`src/usbo_pkg.sv`:
```
package usbo_pkg;

  // clock and timing
  localparam int unsigned CLK_HZ = 10_000_000;
  localparam int unsigned TICK_TIME_US = 1000;
  localparam int unsigned US_PER_S = 1_000_000;
  localparam int unsigned TICK_CYCLES = (CLK_HZ / US_PER_S) * TICK_TIME_US;
  localparam int unsigned CNT_W = 16;

  // register bus
  localparam int unsigned ADDR_W = 8;
  localparam int unsigned DATA_W = 32;
  localparam logic [ADDR_W-1:0] OFF_EVENT_FLAGS = 8'h00;
  localparam logic [ADDR_W-1:0] OFF_LIVE_STATUS = 8'h04;
  localparam logic [ADDR_W-1:0] OFF_IRQ_STATUS = 8'h08;
  localparam logic [ADDR_W-1:0] OFF_IRQ_MASK = 8'h0C;

  // bit positions, shared by event, status, irq and mask registers
  localparam int unsigned BIT_IDENT = 7;
  localparam int unsigned BIT_TICK = 6;
  localparam int unsigned BIT_LINE = 5;
  localparam int unsigned BIT_ACTV = 4;
  localparam int unsigned BIT_SESSION_VALID_INDICATOR = 3;
  localparam int unsigned BIT_SESSION_END_INDICATOR = 2;
  localparam int unsigned BIT_A_DEVICE_VBUS_VALID_INDICATOR = 0;

  localparam int unsigned FLAG_W = 8;
  localparam logic [FLAG_W-1:0] EVT_IMPL = 8'hFD;
  localparam logic [FLAG_W-1:0] STAT_IMPL = 8'hAD;
  localparam logic [FLAG_W-1:0] FLAGS_RST = 8'h00;
  localparam logic [DATA_W-1:0] RDATA_RST = 32'h0000_0000;

endpackage : usbo_pkg

```
`src/usbo_tmr_if.sv`:
```
`timescale 1ns/1ps
interface usbo_tmr_if;
  logic single_ended_zero_line;
  logic j_state_line;
  logic tick;
  logic line_stable;
  logic settle_evt;

  modport timer (
    input single_ended_zero_line,
    input j_state_line,
    output tick,
    output line_stable,
    output settle_evt
  );

  modport core (
    output single_ended_zero_line,
    output j_state_line,
    input tick,
    input line_stable,
    input settle_evt
  );
endinterface : usbo_tmr_if

```
`src/usbo_otg_event_flags.sv`:
```
`timescale 1ns/1ps
// How it works
// - a change on the identity pin sets event bit 7
// - every expiry of the 1 ms timer sets event bit 6
// - line state stable 1 ms and different from last settled sets bit 5
// - pin activity (D+, D-, id or session valid) while suspended sets bit 4
// - VBUS dropping below session end sets bit 3
// - any change on the session end comparator sets bit 2
// - any change on the session valid comparator sets bit 0
// - flags set by hardware only, reset to zero, cleared by writing one
// - event bit 1 and bits 31..8 read zero and ignore writes
// - identity indicator is one with no cable or B cable, zero for A
// - line stable indicator is one after 1 ms of unchanged line state
// - session valid indicator follows VBUS above session valid
// - session end on B device, VBUS valid on A device indicators
module usbo_otg_event_flags
  import usbo_pkg::*;
#(
  parameter int unsigned MS_CYCLES = TICK_CYCLES
) (
  // clock and reset
  input wire logic i_clk,
  input wire logic i_rst_n,
  // register port
  input wire logic [ADDR_W-1:0] i_addr,
  input wire logic [DATA_W-1:0] i_wdata,
  input wire logic i_wr,
  input wire logic i_rd,
  output logic [DATA_W-1:0] o_rdata,
  // cable side
  input wire logic i_id_pin,
  input wire logic i_dp,
  input wire logic i_dm,
  input wire logic i_single_ended_zero_line,
  input wire logic i_j_state_line,
  input wire logic i_sess_vld,
  input wire logic i_sess_end,
  input wire logic i_a_device,
  input wire logic i_suspend,
  // interrupt
  output logic o_irq
);

  typedef struct packed {
    logic primed;
    logic id_q;
    logic dp_q;
    logic dm_q;
    logic sv_q;
    logic se_q;
    logic [FLAG_W-1:0] evt;
    logic [FLAG_W-1:0] live;
    logic [FLAG_W-1:0] irq_st;
    logic [FLAG_W-1:0] irq_mask;
    logic [DATA_W-1:0] rdata;
  } usbo_core_s;

  function automatic logic reg_hit(input logic [ADDR_W-1:0] a,
                                   input logic [ADDR_W-1:0] off);
    reg_hit = (a == off);
  endfunction : reg_hit

  usbo_core_s st_ff;
  usbo_core_s nxt_st;
  logic [FLAG_W-1:0] ev;
  logic [FLAG_W-1:0] wr_clr;
  logic pin_moved;

  usbo_tmr_if tif ();

  assign tif.single_ended_zero_line = i_single_ended_zero_line;
  assign tif.j_state_line = i_j_state_line;

  usbo_line_timer #(
    .MS_CYCLES(MS_CYCLES)
  ) u_timer (
    .i_clk(i_clk),
    .i_rst_n(i_rst_n),
    .tif(tif.timer)
  );

  // primed blocks false edges against the reset values of the samples
  always_comb begin
    ev = FLAGS_RST;
    pin_moved = (i_dp != st_ff.dp_q) || (i_dm != st_ff.dm_q) ||
                (i_id_pin != st_ff.id_q) || (i_sess_vld != st_ff.sv_q);
    ev[BIT_IDENT] = st_ff.primed && (i_id_pin != st_ff.id_q);
    ev[BIT_TICK] = tif.tick;
    ev[BIT_LINE] = tif.settle_evt;
    ev[BIT_ACTV] = st_ff.primed && i_suspend && pin_moved;
    ev[BIT_SESSION_VALID_INDICATOR] = st_ff.primed && i_sess_end && !st_ff.se_q;
    ev[BIT_SESSION_END_INDICATOR] = st_ff.primed && (i_sess_end != st_ff.se_q);
    ev[BIT_A_DEVICE_VBUS_VALID_INDICATOR] = st_ff.primed && (i_sess_vld != st_ff.sv_q);
    ev = ev & EVT_IMPL;
  end

  always_comb begin
    nxt_st = st_ff;
    nxt_st.primed = 1'b1;
    nxt_st.id_q = i_id_pin;
    nxt_st.dp_q = i_dp;
    nxt_st.dm_q = i_dm;
    nxt_st.sv_q = i_sess_vld;
    nxt_st.se_q = i_sess_end;
    wr_clr = FLAGS_RST;
    if (i_wr && reg_hit(i_addr, OFF_EVENT_FLAGS)) begin
      wr_clr = i_wdata[FLAG_W-1:0] & EVT_IMPL;
    end
    // set wins over clear
    nxt_st.evt = (st_ff.evt & ~wr_clr) | ev;
    if (i_rd && reg_hit(i_addr, OFF_IRQ_STATUS)) begin
      nxt_st.irq_st = ev; // read clears, fresh events kept
    end else begin
      nxt_st.irq_st = st_ff.irq_st | ev;
    end
    if (i_wr && reg_hit(i_addr, OFF_IRQ_MASK)) begin
      nxt_st.irq_mask = i_wdata[FLAG_W-1:0] & EVT_IMPL;
    end
    nxt_st.live = FLAGS_RST;
    nxt_st.live[BIT_IDENT] = i_id_pin;
    nxt_st.live[BIT_LINE] = tif.line_stable;
    nxt_st.live[BIT_SESSION_VALID_INDICATOR] = i_sess_vld;
    nxt_st.live[BIT_SESSION_END_INDICATOR] = !i_a_device && !i_sess_vld;
    nxt_st.live[BIT_A_DEVICE_VBUS_VALID_INDICATOR] = i_a_device && i_sess_vld;
    // read data stands for one cycle only, zero otherwise
    nxt_st.rdata = RDATA_RST;
    if (i_rd) begin
      if (reg_hit(i_addr, OFF_EVENT_FLAGS)) begin
        nxt_st.rdata[FLAG_W-1:0] = st_ff.evt;
      end else if (reg_hit(i_addr, OFF_LIVE_STATUS)) begin
        nxt_st.rdata[FLAG_W-1:0] = st_ff.live & STAT_IMPL;
      end else if (reg_hit(i_addr, OFF_IRQ_STATUS)) begin
        nxt_st.rdata[FLAG_W-1:0] = st_ff.irq_st;
      end else if (reg_hit(i_addr, OFF_IRQ_MASK)) begin
        nxt_st.rdata[FLAG_W-1:0] = st_ff.irq_mask;
      end
    end
  end

  always_ff @(posedge i_clk or negedge i_rst_n) begin
    if (!i_rst_n) begin
      st_ff <= '0;
    end else begin
      st_ff <= nxt_st;
    end
  end

  assign o_rdata = st_ff.rdata;
  assign o_irq = |(st_ff.irq_st & st_ff.irq_mask);

endmodule : usbo_otg_event_flags

```
`src/usbo_line_timer.sv`:
```
`timescale 1ns/1ps
module usbo_line_timer
  import usbo_pkg::*;
#(
  parameter int unsigned MS_CYCLES = TICK_CYCLES
) (
  // clock and reset
  input wire logic i_clk,
  input wire logic i_rst_n,
  // line and timer signals
  usbo_tmr_if.timer tif
);

  typedef struct packed {
    logic [CNT_W-1:0] tick_cnt;
    logic tick;
    logic [1:0] line_prev;
    logic [CNT_W-1:0] stab_cnt;
    logic stable;
    logic [1:0] settled;
    logic settle_evt;
  } usbo_tmr_s;

  localparam logic [CNT_W-1:0] LAST = CNT_W'(MS_CYCLES - 1);

  usbo_tmr_s st_ff;
  usbo_tmr_s nxt_st;
  logic [1:0] line;

  assign line = {tif.single_ended_zero_line, tif.j_state_line};

  always_comb begin
    nxt_st = st_ff;
    nxt_st.settle_evt = 1'b0;
    // free running millisecond tick
    if (st_ff.tick_cnt == LAST) begin
      nxt_st.tick_cnt = '0;
      nxt_st.tick = 1'b1;
    end else begin
      nxt_st.tick_cnt = st_ff.tick_cnt + CNT_W'(1);
      nxt_st.tick = 1'b0;
    end
    nxt_st.line_prev = line;
    // any line change restarts the stability window
    if (line != st_ff.line_prev) begin
      nxt_st.stab_cnt = '0;
      nxt_st.stable = 1'b0;
    end else if (st_ff.stab_cnt != LAST) begin
      nxt_st.stab_cnt = st_ff.stab_cnt + CNT_W'(1);
    end else if (!st_ff.stable) begin
      nxt_st.stable = 1'b1;
      // only a new settled state raises the flag
      if (line != st_ff.settled) begin
        nxt_st.settle_evt = 1'b1;
        nxt_st.settled = line;
      end
    end
  end

  always_ff @(posedge i_clk or negedge i_rst_n) begin
    if (!i_rst_n) begin
      st_ff <= '0;
    end else begin
      st_ff <= nxt_st;
    end
  end

  assign tif.tick = st_ff.tick;
  assign tif.line_stable = st_ff.stable;
  assign tif.settle_evt = st_ff.settle_evt;

endmodule : usbo_line_timer

```
`config.mk`:
```
export PLATFORM = sky130hd
export DESIGN_NAME = usbo_otg_event_flags
export DESIGN_NICKNAME = d
export VERILOG_FILES = /design/src/usbo_pkg.sv /design/src/usbo_tmr_if.sv /design/src/usbo_otg_event_flags.sv /design/src/usbo_line_timer.sv
export SDC_FILE = /design/constraint.sdc
export NUM_CORES = 1
export LEC_CHECK = 0
export ABC_AREA = 1
export BUFFER_PORTS_ARGS = -buffer_cell sky130_fd_sc_hd__buf_4
export CAP_MARGIN = 20
export CORE_MARGIN = 2
export CORE_UTILIZATION = 55
export CTS_CLUSTER_SIZE = 12
export DETAILED_ROUTE_END_ITERATION = 10
export GPL_TIMING_DRIVEN = 0
export PLACE_DENSITY = 0.81
export SLEW_MARGIN = 25
export SYNTH_ARGS = -nofsm -noshare
export SYNTH_HDL_FRONTEND = slang
export SYNTH_SLANG_ARGS = --single-unit
```
`constraint.sdc`:
```
create_clock -name i_clk -period 1.8 [get_ports i_clk]
set_clock_uncertainty 0.15 [all_clocks]
set_input_delay 0 -clock i_clk [delete_from_list [all_inputs] [get_ports i_clk]]
set_output_delay 0 -clock i_clk [all_outputs]
set_load 0.01 [all_outputs]
```
## Yosys cells after proc, flatten, opt, wreduce, memory -nomap -nowiden

Index checks and enable logic that the tools add are counted.

- Add/sub/neg operators: 2
- Equal/unequal tests: 13
- Muxes and demuxes: 14
- Bitwise gates (word level): 8
- Reduce and logical (&&, ||, !) cells: 22

Operators by type and width:

| cell | count |
|---|---|
| $mux W8 | 7 |
| $mux W17 | 2 |
| $add A16 B1 Y16 const B | 2 |
| $and A8 B8 Y8 | 2 |
| $eq A16 B14 Y1 const B | 1 |
| $eq A8 B4 Y1 const B | 2 |
| $mux W16 | 1 |
| $ne A16 B14 Y1 const B | 1 |
| $or A8 B8 Y8 | 2 |
| $logic_and A1 B1 Y1 | 12 |
| $eq A8 B3 Y1 const B | 1 |
| $logic_not A8 Y1 | 1 |
| $not A8 Y8 | 1 |
| $reduce_or A8 Y1 | 1 |
| $mux W3 | 2 |
| $ne A1 B1 Y1 | 5 |
| $mux W4 | 1 |
| $ne A2 B2 Y1 | 2 |
| $reduce_and A4 Y1 | 1 |
| $logic_not A1 Y1 | 3 |
| $logic_or A1 B1 Y1 | 3 |
| $not A1 Y1 | 3 |
| $ne A2 B1 Y1 const B | 1 |
| $reduce_bool A2 Y1 | 1 |
| $mux W1 | 1 |

- Register bits: 81
- Input bits: 53
- Output and inout bits: 33
- Word-level logic and storage cells: 77

## Longest topological paths before layout

Gate-level depths: netlist of run 1.

- Depth after elaboration: 7
- Gate-level depth with buffers: 9
- Mapped depth without buffers: 9

## Cells and area by module

From an unflattened synthesis of run 1, not the netlist that was laid out.

- Cell total of the unflattened synthesis: 523
- Area, all modules: 4144.0 sq um

Modules (own cells, without submodules):

| module | times used | cells an instance | area an instance (sq um) | sequential area each (sq um) |
|---|---|---|---|---|
| usbo_line_timer | 1 | 278 | 2084.5 | 975.9 |
| usbo_otg_event_flags | 1 | 245 | 2059.5 | 950.9 |

## Worst setup path before layout of run 1

Ideal clock, no wire load.

- Path kind: register to register
- From: reg u_timer.st_ff[23] (netlist name)
- To: reg u_timer.st_ff[32] (netlist name)
- Library setup time: 122 ps
- Data arrival time: 1150 ps
- Data required time: 1528 ps
- Slack: 378 ps
- Cell stages (with the launch flop): 7
- Buffers on the path: 0
- Clock period less this slack: 1422 ps
- Path through: dfrtp_1 -> ha_1 -> nand2_2 -> nor2_2 -> nand3_1 -> nor2_4 -> nor2_1

RTL lines:

| element | RTL line | source |
|---|---|---|
| from (decl) | usbo_line_timer.sv:26 | `usbo_tmr_s st_ff;` |
| from (signal assigned) | usbo_line_timer.sv:64 | `st_ff <= nxt_st;` |

## Worst setup path in the final report of run 1

- From: in i_addr[3]
- To: reg st_ff[34] (netlist name)

- Word-level cells in the longest chain between the ends: 2

RTL lines:

| element | RTL line | source |
|---|---|---|
| from (decl) | usbo_otg_event_flags.sv:25 | `input wire logic [ADDR_W-1:0] i_addr,` |
| $eq A8 B4 Y1 | usbo_otg_event_flags.sv:60 | `reg_hit = (a == off);` |
| $logic_and A1 B1 Y1 | usbo_otg_event_flags.sv:116 | `if (i_wr && reg_hit(i_addr, OFF_IRQ_MASK)) begin` |
| to (signal assigned) | usbo_otg_event_flags.sv:144 | `st_ff <= nxt_st;` |
| to (decl) | usbo_otg_event_flags.sv:63 | `usbo_core_s st_ff;` |

Every way passes these cells.
A chain may end at the register's enable or synchronous reset.

==> impl_metrics.csv, run 1 <==
group,metric,value,unit
run_status,status,"complete, no violations",
power,power.share.clock,0.371,
global_route,grt_pass1_vias,3372,
power,powerDensity,665.3,nW/um2
timing,min_period,1.745,ns
critical_path,rrSetupSlack,0.19,ns
synth,ys_seq_elements,77,
power,p_seq_frac,0.527,
critical_path,cp_max_fo,10,
floorplanning,die_x,90.72,um
critical_path,worstSetupStartpointType,"input port",
synth,synth_area_per_cell,8.016,um2
timing,final_hold_viol_count,0,
detailed_routing,ant_nets,0,
floorplanning,ios,86,
power,peakVddDrop,0.0005412,V
synth,ys.warnings.count,0,
power,intPower,2.556,mW
floorplanning,rows,31,
critical_path,rr_startpoint,"u_timer.st_ff[23]$_DFF_PN0_",
critical_path,critPathRequiredTime,1.93,ns
detailed_routing,drc,0,
timing,fin_crit_sh,0.9694,
synth,yosysTopAreaCell,"dfrtp_1",
global_route,antenna_found_initial,0,
floorplanning,start_util,0.5703,
clocking,clock_latency,0.35,ns
layout,area_growth_syn_to_layout,22.56,%
synth,synth_edf_count,0,
clocking,h-tree-depth,3,
layout,layout-drive-gt1-share,0.2136,
critical_path,arrival,1.87,ns
power,swShare,0.2421,
placement,port_buffers,36,
synth,synth_cells,516,
layout,insertedDiodeCount,0,
power,p_comb_frac,0.102,
layout,multi_input_area,1740,um2
synth,yosysSeqAreaShare,0.4658,
layout,ff_latch_area,1927,um2
power,p_leak,2.535,nW
power,power.switching,0.8166,mW
detailed_routing,drt_pass1_iterations,4,
global_route,grt_max_degree,78,
placement,post-dp-hpwl,5965,um
timing,setup_violations,0,
global_route,grt_overflow,0,
global_route,grt_pass1_wl,14990,um
detailed_routing,vias_per_cell,4.796,
timing,max_freq,573.1,MHz
clocking,cts_tree,"yes",
clocking,cts.sinks,77,
synth,synthArstFlopShare,1.000,
power,finalPower,3.373,mW
layout,fin_nets,668,
detailed_routing,drt_iter0_drc,211,
clocking,clock-root-buffer,"clkbuf_8",
critical_path,rr_endpoint,"u_timer.st_ff[32]$_DFF_PN0_",
floorplanning,die_h,90.72,um
clocking,cts_resized,0,
clocking,clock_path_buffers,2,
job,drv_cap,0,
timing,maxSlewHeadroom,0.5528,
synth,post_synth_num_cell_types,28,
floorplanning,coreArea,7253,um2
timing,totalNegativeSetupSlack,0,ns
global_route,track_usage,0.2251,
floorplanning,die_area,8230,um2
hold_path,hp-class,"in2reg",
synth,yosysMostFrequentCell,"nand2_1",
critical_path,worst-setup-path-type,"in2reg",
clocking,cts_made_buffers,9,
synth,synth_flop_cell,"dfrtp_1",
hold_path,min_path_cells,7,
clocking,clk_pin_slew,0.08,ns
detailed_routing,wl_per_cell,11.71,um
timing,rsz0062_at_grt,"no",
hold_path,hold_start,"i_addr[4]",
layout,fillers,571,
hold_path,whs_endpoint,"o_rdata[7]$_DFF_PN0_",
synth,syn_area,4136,um2
critical_path,reg2regPathDepth,6,
critical_path,critPathCaptureType,"flip-flop",
synth,synth_area_leaders,"dfrtp_1 47%, nand2_1 9.4%, inv_1 6.1%, nor2_1 6.1%, buf_4 5.8%",
synth,synth_common_cells,"104 x nand2_1, 77 x dfrtp_1, 67 x inv_1, 67 x nor2_1, 37 x nand3_1",
detailed_routing,via_count,3439,
timing,slew_violations,0,
detailed_routing,wirelength,8395,um
synth,synth_top_area_share,0.4658,
placement,routabilityCongestion,0.9097,
timing,worst_pin_slew,0.6708,ns
[flip-flops by register name, summed over array words and instances (netlist names)]
signal                   cells
u_timer.tif.line_stable      1
u_timer.tif.settle_evt       1
u_timer.st_ff               36
st_ff                       30
o_rdata                      8
u_timer.tif.tick             1
[critical path: stages]
cell           delay [ns]
dlygate4sd3_1        0.54
buf_4                0.12
nand2_1              0.08
nor2_4               0.15
nand3_4              0.13
buf_6                0.18
o21ai_2              0.12
dlygate4sd3_1        0.56
[per-stage QoR]
step,instances,utilization,hold WS [ns],worst slack (ns),instance area (um2)
after global placement,675,0.6371,-0.02646,0.2365,4621
final,717,0.6990,0.03177,0.05515,5070
after global routing,717,0.6990,0.07556,0.001068,5070
after floorplan,540,-,-0.4456,0.3780,4227
after detailed placement,675,0.6371,-0.02571,0.1929,4621
after CTS,715,0.6964,0.02075,0.02639,5051
[final cells by class]
type / count / area share
Inverter: 76 / 0.05627
Tap cell: 99 / 0.02443
Clock buffer: 9 / 0.02443
Clock inverter: 7 / 0.01308
Buffer: 35 / 0.05405
Timing Repair Buffer: 62 / 0.1044
Multi-Input combinational cell: 352 / 0.3433
Sequential cell: 77 / 0.3801
[kinds of logic after synthesis]
family / Yosys count / share of synthesized area
AO/OA/AOI/OAI: 51 / 0.07078
XOR/XNOR: 18 / 0.03811
adder cells (fa/ha/maj): 2 / 0.006049
buffers and inverters: 111 / 0.1352
flip-flops: 77 / 0.4658
other: 2 / 0.001816
AND/OR/NAND/NOR: 255 / 0.2822
[routing by layer]
metal | GRT usage | share of wire | up-vias
met5 | 0 | 0 | -
met4 | 0.07821 | 0.0077 | 0
met3 | 0.05175 | 0.051 | 8
met2 | 0.3762 | 0.51 | 87
met1 | 0.2882 | 0.43 | 1591
li1 | - | - | 1753
[power groups by stage]
stage / registers, mW / logic, mW / clock network (mW)
2_1_floorplan: 1.81 / 0.173 / 0
3_3_place_gp: 1.81 / 0.291 / 0
3_5_place_dp: 1.81 / 0.298 / 0
4_1_cts: 1.78 / 0.340 / 1.28
5_1_grt: 1.78 / 0.387 / 1.36
6_report: 1.78 / 0.345 / 1.25
[timing repair]
item / 4_1_cts / 5_1_grt
hold buffers: 24 / 0
buffers inserted: 0 / 2
endpoints found under the setup margin: 0 / 4
endpoints found under the hold margin: 116 / 0
[cells in the final DEF, fill, tap and decap left out, drive strengths merged]
cell type | Yosys | routed
xnor2 | 5 | 5
buf | 35 | 73
nand3b | 4 | 4
nor3 | 10 | 10
clkinv | 0 | 5
a21oi | 10 | 10
xor2 | 13 | 13
or2 | 3 | 3
nand3 | 40 | 40
dfrtp | 77 | 77
inv | 76 | 76
o21ai | 40 | 40
nand4 | 7 | 7
bufinv | 0 | 1
clkinvlp | 0 | 1
o2111ai | 1 | 1
nor2 | 78 | 78
ha | 2 | 2
clkbuf | 0 | 9
conb | 2 | 26
dlygate4sd3 | 0 | 24
nand2 | 113 | 113
[how the worst max path moves through the flow]
stage / start / depth (start not counted) / end
after detailed placement: u_timer.st_ff[23]$_DFF_PN0_ / 6 / u_timer.st_ff[32]$_DFF_PN0_
after floorplan: u_timer.st_ff[23]$_DFF_PN0_ / 6 / u_timer.st_ff[32]$_DFF_PN0_
after global routing: u_timer.st_ff[23]$_DFF_PN0_ / 6 / u_timer.st_ff[27]$_DFF_PN0_
after global placement: u_timer.st_ff[23]$_DFF_PN0_ / 6 / u_timer.st_ff[33]$_DFF_PN0_
final: i_addr[3] / 8 / st_ff[34]$_DFFE_PN0P_
after CTS: i_addr[3] / 8 / st_ff[34]$_DFFE_PN0P_
No activity file was read; power rests on OpenSTA's default activity.
==> inputs of run 2 (changes only) <==
--- a/config.mk
+++ b/config.mk
@@ -12,7 +12,6 @@
 export CORE_UTILIZATION = 55
 export CTS_CLUSTER_SIZE = 12
 export DETAILED_ROUTE_END_ITERATION = 10
-export GPL_TIMING_DRIVEN = 0
 export PLACE_DENSITY = 0.81
 export SLEW_MARGIN = 25
 export SYNTH_ARGS = -nofsm -noshare
==> run 2 against run 1 <==
Compared with the run above: die area is the same; non-clock buffer count shrank 31; via count decreased by 1.9%; first-iteration DRC count is 11% lower; design area decreased by 4.1%; global-route usage down 0.16 points; clock power up 8%; register-to-register slack barely moved; maximum frequency is 9.3% higher; critical path depth unchanged; combinational power fell by 11%; sequential cell count stayed put; critical path type is now reg2reg; critical endpoint is now u_timer.st_ff[2]$_DFFE_PN0P_; largest cell class unchanged.
==> impl_metrics.csv, run 2 (synthesis gave the netlist of run 1 again) <==
group,metric,value,unit
timing,slew_violations,0,
power,p_comb_frac,0.089,
global_route,grt_overflow,0,
detailed_routing,wirelength,8548,um
power,p_seq_frac,0.518,
detailed_routing,ant_nets,0,
detailed_routing,drc,0,
global_route,grt_pass1_vias,3317,
floorplanning,start_util,0.5703,
critical_path,critPathRequiredTime,1.89,ns
timing,fin_crit_sh,0.8871,
timing,setup_violations,0,
clocking,cts_setup_buffers,0,
power,finalPower,3.433,mW
detailed_routing,wl_per_cell,12.46,um
timing,final_hold_viol_count,0,
layout,layout-drive-gt1-share,0.1652,
critical_path,critPathCaptureType,"flip-flop",
run_status,status,"complete, no violations",
timing,whs,0.01912,ns
detailed_routing,via_count,3373,
layout,fin_nets,637,
clocking,cts_resized,0,
timing,max_freq,626.2,MHz
hold_path,hp-class,"in2reg",
critical_path,path_cells,"ha_1 -> inv_1 -> nor2_4 -> nand3_2 -> nor2_4 -> nand3_1 -> nand2_1 -> nand2_1",
global_route,grt_pass1_wl,14770,um
power,powerDensity,706.5,nW/um2
placement,dpl.cell_count,642,
clocking,clock_path_buffers,2,
clocking,clock-root-buffer,"clkbuf_8",
timing,worst_slack,0.2032,ns
clocking,clock_latency,0.36,ns
global_route,track_usage,0.2235,
floorplanning,rows,31,
job,drv_cap,0,
critical_path,cp.buffers_inverters,1,
layout,largest_register_ffs,36,
clocking,cts_made_buffers,9,
floorplanning,die_x,90.72,um
placement,port_buffers,36,
global_route,grt_max_degree,48,
timing,totalNegativeSetupSlack,0,ns
power,power.share.clock,0.393,
clocking,h-tree-depth,3,
layout,final_common_cell,"nand2_1",
layout,fin_cells,686,
power,peakVddDrop,0.0004585,V
timing,rsz0062_at_grt,"no",
power,swShare,0.2568,
clocking,clk_pin_slew,0.08,ns
critical_path,max_stage_delay,0.39,ns
detailed_routing,vias_per_cell,4.917,
placement,routabilityCongestion,0.8736,
clocking,cts_hold_buf,28,
layout,insertedDiodeCount,0,
placement,dpl_cell_area,4374,um2
placement,pre_cts_ws,0.2195,ns
power,power.switching,0.8816,mW
layout,final_area,4860,um2
critical_path,worstSetupStartpointType,"flip-flop",
placement,post-dp-hpwl,6053,um
floorplanning,die_area,8230,um2
floorplanning,die_h,90.72,um
timing,min_period,1.597,ns
clocking,cts.sinks,77,
layout,layout_common_cells,"104 x nand2_1, 77 x dfrtp_1, 67 x inv_1, 67 x nor2_1",
global_route,antenna_found_initial,0,
layout,top_register,"u_timer.st_ff",
power,p_leak,2.372,nW
critical_path,cp_max_fo,5,
critical_path,worst-setup-path-type,"reg2reg",
layout,fin_util,0.6700,
detailed_routing,drt_pass1_iterations,4,
critical_path,cpMaxStageDelayCell,"dfrtp_1",
layout,area_growth_syn_to_layout,17.48,%
floorplanning,coreArea,7253,um2
critical_path,cp_top_family,"simple AND/OR/NAND/NOR gates",
power,intPower,2.552,mW
critical_path,arrival,1.69,ns
floorplanning,ios,86,
detailed_routing,drt_iter0_drc,187,
clocking,cts_tree,"yes",
[run 2: cell count changes in the layout (fill, tap and decap cells not counted), sizes merged]
| cell | delta |
|---|---|
| inv | +3 |
| dlygate4sd3 | +4 |
| buf | -35 |
| clkinv | -3 |
[run 2: worst paths after layout]
kind,start,endpoint,slack [ns],depth (start not counted)
worst min-delay path,i_addr[2],o_rdata[4]$_DFF_PN0_,0.02,8
worst min register to register,u_timer.tif.line_stable$_DFFE_PN0P_,st_ff[53]$_DFF_PN0_,0.29,0
worst max-delay path,u_timer.st_ff[4]$_DFFE_PN0N_,u_timer.st_ff[2]$_DFFE_PN0P_,0.20,8
worst max register to register,u_timer.st_ff[4]$_DFFE_PN0N_,u_timer.st_ff[2]$_DFFE_PN0P_,0.20,8
max in group asynchronous,i_rst_n,u_timer.st_ff[35]$_DFF_PN0_,0.40,4
min in group asynchronous,i_rst_n,st_ff[35]$_DFFE_PN0P_,0.51,3
[run 2: layout make-up]
| cell class | instances | area (um2) |
|---|---|---|
| fillers | 596 | 2394 |
| flip-flops and latches | 77 | 1927 |
| multi-input cells | 352 | 1740 |
| repair buffers | 66 | 578.1 |
| inverters | 76 | 285.3 |
| clock buffers | 9 | 123.9 |
| well taps | 99 | 123.9 |
| clock inverters | 7 | 81.33 |
[run 2: power by group through the flow]
stage                     sequential [mW]  clock (mW)  combinational (mW)
after floorplan                      1.81           0               0.173
after detailed placement             1.81           0               0.259
after global routing                 1.78        1.47               0.344
after global placement               1.81           0               0.252
after CTS                            1.78        1.39               0.307
final                                1.78        1.35               0.307
[run 2: worst reg2reg max path, cell delays in order (launching register included)]
cell     delay [ns]
dfrtp_1        0.39
ha_1           0.19
inv_1          0.07
nor2_4         0.15
nand3_2        0.10
nor2_4         0.18
nand3_1        0.11
nand2_1        0.09
nand2_1        0.06
[run 2: metal layers]
layer	wire length (um)	up-vias	GRT usage
li1	-	1686	-
met1	3756	1583	0.2852
met2	4280	85	0.3669
met3	311	19	0.03506
met4	200	0	0.1179
met5	0	-	0
